**src/hdl/pin_port_params.svh**
```systemverilog
// Constants of the eight-pin general-purpose port.
`ifndef PIN_PORT_PARAMS_SVH
`define PIN_PORT_PARAMS_SVH

`define PIN_DIRECTION_OFFSET 8'hb4
`define PIN_LEVEL_OFFSET 8'hb6
`define PIN_DWORD_INDEX 6'h2d
`define PIN_DIRECTION_RESET 8'h00
`define PIN_LEVEL_RESET 8'h00
`define PIN_RESERVED_BYTE 8'h00
`define PIN_SCL_INDEX 4
`define PIN_SDA_INDEX 5
`define PIN_SECONDARY_MASK 8'h30
`define PIN_COUNT 8

`endif

```
**src/hdl/pin_port_pkg.sv**
```systemverilog
// Types shared by the eight-pin general-purpose port.
package pin_port_pkg;

  typedef struct packed {
    logic rd;
    logic wr;
    logic [7:0] addr;
    logic [3:0] be;
    logic [31:0] wdata;
  } cfg_req_t;

  typedef struct packed {
    logic valid;
    logic [31:0] rdata;
  } cfg_rsp_t;

  typedef struct packed {
    logic [7:0] out;
    logic [7:0] oe;
  } pin_drive_t;

endpackage : pin_port_pkg

```
**src/hdl/pin_port.sv**
```systemverilog
// Eight-pin general-purpose port with its two configuration registers.
`timescale 1ns/1ps
`include "pin_port_params.svh"
module pin_port
  import pin_port_pkg::*;
(
  input wire logic core_clk,
  input wire logic rst_n,
  input wire cfg_req_t cfg_req,
  output cfg_rsp_t cfg_rsp,
  input wire logic eeprom_present_flag,
  input wire logic scl_drive_low,
  input wire logic sda_drive_low,
  output logic scl_in,
  output logic sda_in,
  input wire logic [7:0] pin_in,
  output pin_drive_t pin_drive
);

  localparam logic [7:0] LEVEL_RESET = `PIN_LEVEL_RESET;
  localparam logic [7:0] SECONDARY_MASK = `PIN_SECONDARY_MASK;

  logic [7:0] pin_direction_q;
  logic [7:0] pin_level_q;
  logic [7:0] pin_sampled;
  logic [7:0] secondary;
  logic [7:0] readback;
  logic [7:0] wr_allowed;
  logic [7:0] serial_oe;
  logic [7:0] drive_out;
  logic [7:0] drive_oe;
  logic [31:0] rd_word;
  logic hit;
  logic dir_wr;
  logic level_wr;
  cfg_rsp_t rsp_q;

  pin_sync u_sync
  (
    .core_clk(core_clk),
    .rst_n(rst_n),
    .async_in(pin_in),
    .sync_out(pin_sampled)
  );

  // Pins 4 and 5 leave general use once the serial EEPROM is seen.
  always_comb
  begin
    if (eeprom_present_flag)
    begin
      secondary = SECONDARY_MASK;
    end
    else
    begin
      secondary = 8'h00;
    end
  end

  // Only the upper six address bits select the dword; byte enables
  // pick which of the two registers a write reaches.
  always_comb
  begin
    hit = (cfg_req.addr[7:2] == `PIN_DWORD_INDEX);
    dir_wr = cfg_req.wr && hit && cfg_req.be[0];
    level_wr = cfg_req.wr && hit && cfg_req.be[2];
  end

  // Direction register keeps its value even for pins in secondary use,
  // so leaving serial mode restores the earlier setting.
  always_ff @(posedge core_clk or negedge rst_n)
  begin
    if (!rst_n)
    begin
      pin_direction_q <= `PIN_DIRECTION_RESET;
    end
    else if (dir_wr)
    begin
      pin_direction_q <= cfg_req.wdata[7:0];
    end
  end

  // The serial controller only ever pulls its pins low.
  always_comb
  begin
    serial_oe = 8'h00;
    serial_oe[`PIN_SCL_INDEX] = scl_drive_low;
    serial_oe[`PIN_SDA_INDEX] = sda_drive_low;
  end

  genvar i;
  generate
    for (i = 0; i < `PIN_COUNT; i++)
    begin : g_pin
      // A level bit accepts writes only while its pin is a plain output.
      assign wr_allowed[i] = pin_direction_q[i] && !secondary[i];

      always_ff @(posedge core_clk or negedge rst_n)
      begin
        if (!rst_n)
        begin
          pin_level_q[i] <= LEVEL_RESET[i];
        end
        else if (level_wr && wr_allowed[i])
        begin
          pin_level_q[i] <= cfg_req.wdata[16 + i];
        end
      end

      // Plain output pins read back their driven value; all others the pin.
      assign readback[i] = wr_allowed[i] ? pin_level_q[i]
                                         : pin_sampled[i];

      // Secondary pins are open-drain; their direction bit is ignored.
      assign drive_oe[i] = secondary[i] ? serial_oe[i]
                                        : pin_direction_q[i];
      assign drive_out[i] = secondary[i] ? 1'b0
                                         : pin_level_q[i];
    end
  endgenerate

  always_comb
  begin
    pin_drive.out = drive_out;
    pin_drive.oe = drive_oe;
  end

  // The serial controller sees the synchronized pin levels.
  assign scl_in = pin_sampled[`PIN_SCL_INDEX];
  assign sda_in = pin_sampled[`PIN_SDA_INDEX];

  // The dword carries direction in its low half and levels in its high
  // half; reserved bytes and unmapped dwords read as zero.
  always_comb
  begin
    if (hit)
    begin
      rd_word = {`PIN_RESERVED_BYTE, readback,
                 `PIN_RESERVED_BYTE, pin_direction_q};
    end
    else
    begin
      rd_word = 32'h0000_0000;
    end
  end

  // A read is answered exactly one cycle after it is taken.
  always_ff @(posedge core_clk or negedge rst_n)
  begin
    if (!rst_n)
    begin
      rsp_q.valid <= 1'b0;
    end
    else
    begin
      rsp_q.valid <= cfg_req.rd;
    end
  end

  // Read data stands until the next read replaces it.
  always_ff @(posedge core_clk or negedge rst_n)
  begin
    if (!rst_n)
    begin
      rsp_q.rdata <= 32'h0000_0000;
    end
    else if (cfg_req.rd)
    begin
      rsp_q.rdata <= rd_word;
    end
  end

  assign cfg_rsp = rsp_q;

endmodule : pin_port

```
**src/hdl/pin_sync.sv**
```systemverilog
// Two-stage synchronizer for the port's input pins.
`timescale 1ns/1ps
module pin_sync
(
  input wire logic core_clk,
  input wire logic rst_n,
  input wire logic [7:0] async_in,
  output logic [7:0] sync_out
);

  logic [7:0] meta_q;
  logic [7:0] sync_q;

  always_ff @(posedge core_clk or negedge rst_n)
  begin
    if (!rst_n)
    begin
      meta_q <= 8'h00;
      sync_q <= 8'h00;
    end
    else
    begin
      meta_q <= async_in;
      sync_q <= meta_q;
    end
  end

  assign sync_out = sync_q;

endmodule : pin_sync

```
**config.mk**
```make
export PLATFORM = sky130hd
export DESIGN_NAME = pin_port
export DESIGN_NICKNAME = d
export VERILOG_FILES = /design/src/hdl/pin_port_pkg.sv /design/src/hdl/pin_port.sv /design/src/hdl/pin_sync.sv
export VERILOG_INCLUDE_DIRS = /design/src /design/src/hdl
export SDC_FILE = /design/constraint.sdc
export NUM_CORES = 1
export LEC_CHECK = 0
export ABC_CLOCK_PERIOD_IN_PS = 2950
export BUFFER_PORTS_ARGS = -buffer_cell sky130_fd_sc_hd__buf_2
export CORE_AREA = 2 2 70 72
export DETAILED_ROUTE_END_ITERATION = 6
export DIE_AREA = 0 0 72 74
export PLACE_DENSITY = 0.85
export SYNTH_ARGS = -nofsm -noshare
export SYNTH_HDL_FRONTEND = slang
export SYNTH_SLANG_ARGS = --single-unit
```
**constraint.sdc**
```tcl
create_clock -name core_clk -period 2.95 [get_ports core_clk]
set_input_delay 0.295 -clock core_clk [delete_from_list [all_inputs] [get_ports core_clk]]
set_output_delay 0.295 -clock core_clk [all_outputs]
set_load 0.02 [all_outputs]
```
==> impl_metrics.toml <==
[status]
run_status = "completed"

[sta]
hold_viol = 0
fin_worst_skew_ns = 0.00702
maxSlewViolCount = 0
slew-limit-headroom = 0.295
setup_tns_ns = 0
setup_viol = 0
rsz0062_at_grt = "false"
worst_slack_ns = 1.48
holdWs_ns = 0.0995
tightest_slew_ns = 1.06
period_needed_ns = 1.47
finalCritPeriodShare = 0.497
fmax_mhz = 682

[synthesis]
yosysSeqAreaShare = 0.574
synth_most_common_cell = "dfrtp_1"
netlist_top_cells_area = "dfrtp_1, mux2_2, buf_4"
async_flop_share = 1.00
synth_common_cells = "dfrtp_1, buf_4, mux2_2, nor2b_1, a31o_2"
yosysWarnings = 0
ys.flop_type = "dfrtp_1"
ys_ff_latch = 49
yosys.area.top_type_share = 0.574
synth_edf_count = 0
yosys.area.top_type = "dfrtp_1"
netlist-cell-type-count = 20
synth_area_sq_mm = 0.00214
syn_avg_cell_area_sq_um = 13.2
syn_inst = 162

[clock_tree]
insertion_delay_ns = 0.29
post-cts-setup-buffers = 0
cts-root-buf = "clkbuf_8"
hold_buffers = 0
cts_tree = "done"
cts_buffers = 5
cts_resized = 0
cts.sink_count = 49
h-tree-depth = 2
cts.path.max_buffers = 2
path_clk_slew_ns = 0.08

[final_layout]
area_growth_pct = 16.7
num-fill-cells = 419
final_layout_size_suffix_gt1_frac = 0.524
diodes = 0
final_net_count = 283
fin_util = 0.542
stdcell_count = 279

[critical_path]
cp-end-kind = "flop"
crit_required_ns = 3.13
critPathTopFamily = "simple AND/OR/NAND/NOR gates"
arrival_ns = 1.64
regToRegSetupSlack_ns = 1.73
path_cells = "buf_2 -> nand2b_1 -> nor3_4 -> mux2_2"
reg2reg_from = "pin_direction_q[4]"
worstPathMaxFanout = 8
startpoint_type = "input pin"
path_buf_inv = 1
reg2regPathDepth = 3
max_stage_delay_ns = 0.53
r2r-end = "cfg_rsp[20]"
critPathKind = "in -> reg"
slowest_stage = "nor3_4"

[grt]
grt_antenna_before_repair = 0
grt_start_max_net_pins = 50
overflow = 0
grt_pass1_wl_um = 6150
grt_pass1_vias = 1285
track_usage = 0.156

[power]
p_seq_frac = 0.565
power_frac_clock = 0.336
p_per_area_mw_per_mm2 = 504
p_int_uw = 952
power_leakage_nw = 1.36
vdd_ir_drop_max_mv = 0.289
power_switching_uw = 306
combinationalPowerShare = 0.100
swShare = 0.243

[routing]
wl_met2_um = 1970
drt-wirelength-per-cell_um = 14.2
ant_nets = 0
drt-total-wl_um = 3950
num_vias = 1341
wl_met3_um = 235
vias_per_cell = 4.81
m1WireLength_um = 1720
drc = 0
drt_iter0_drc = 58
top_layer_used = "met4"
dr.pass1.iters = 4

[floorplan]
initial_core_util = 0.465
die-width_um = 72
io_pins = 110
rows = 25
dieArea_sq_mm = 0.00533
core_area_sq_mm = 0.00460
dieHeight_um = 74

[min_path]
hold_end = "u_sync.meta_q[3]"
hold_class = "in -> reg"
hold_start = "pin_in[3]"
holdPathStages = 1

[run]
maxCapViolCount = 0

[placed_design]
gp_congestion = 0.726
port_buffers = 73
pre_cts_slack_ns = 1.11
dp_hpwl_um = 2810
dp.cells = 271
area by class of cell:
type	count	area, sq um	area share
Multi-Input combinational cell	95	733	0.294
Sequential cell	49	1230	0.492
Clock buffer	7	96.3	0.0386
Timing Repair Buffer	73	365	0.147
Tap cell	54	67.6	0.0271
Clock inverter	1	5.00	0.00201
power groups by stage:
stage / combinational [mW] / sequential, mW / clock, mW
finish: 0.126 / 0.710 / 0.422
global route: 0.139 / 0.714 / 0.463
CTS: 0.128 / 0.711 / 0.436
detailed placement: 0.128 / 0.724 / 0
global placement: 0.125 / 0.723 / 0
floorplan: 0.0929 / 0.723 / 0
cells in the final DEF, fill, tap and decap left out, types with 2 or more instances in the layout:
master,netlist,layout
buf_2,4,73
dfrtp_1,49,49
mux2_2,23,23
conb_1,1,16
nor2b_1,12,12
a31o_2,10,10
clkbuf_8,0,7
mux2i_1,6,6
nor3_1,6,6
nand3_1,6,6
nand2_1,5,5
nand2b_1,3,3
nand3b_1,2,2
layer usage:
metal,GRT usage,vias up
met4,0.0545,0
met2,0.254,49
met5,0,-
met3,0.0488,4
li1,-,642
met1,0.198,646
metrics by stage:
| step | power, mW | area (sq um) |
|---|---|---|
| 2_1_floorplan | 0.816 | 2190 |
| 3_3_place_gp | 0.848 | 2390 |
| 3_5_place_dp | 0.852 | 2390 |
| 4_1_cts | 1.27 | 2490 |
| 5_1_grt | 1.32 | 2490 |
| 6_report | 1.26 | 2490 |
cell families (layout without fill, tap and decap cells):
kind of cell / Yosys count / count (layout) / synth area share
DFF: 49 / 49 / 0.574
and+or+nand+nor: 39 / 39 / 0.119
buffers and inverters: 33 / 81 / 0.109
muxes: 30 / 30 / 0.155
AOI/OAI and AO/OA: 10 / 10 / 0.0410
other: 1 / 16 / 0.00175
how the worst max path moves through the flow:
stage	startpoint	depth (start not counted)	slack (ns)	end
final	cfg_req[39]	4	1.48	pin_direction_q[2]
after global routing	cfg_req[39]	4	1.35	pin_direction_q[7]
after CTS	cfg_req[39]	4	1.43	pin_direction_q[2]
after detailed placement	cfg_req[39]	4	1.11	pin_direction_q[7]
after global placement	cfg_req[39]	4	1.16	pin_direction_q[4]
after floorplan	cfg_req[39]	4	1.58	pin_direction_q[0]
worst reg2reg max path, delay by kind of cell (launching register included):
kind	cells	cell delay, ns
AO/OA/AOI/OAI	1	0.24
flip-flops	1	0.40
multiplexers	1	0.35
AND/OR/NAND/NOR	1	0.13
flip-flops by register name (all words and copies together) (netlist names):
signal / count
u_sync.sync_out: 8
pin_level_q: 8
u_sync.meta_q: 8
cfg_rsp: 17
pin_direction_q: 8
(Power assumes the default switching activity.)
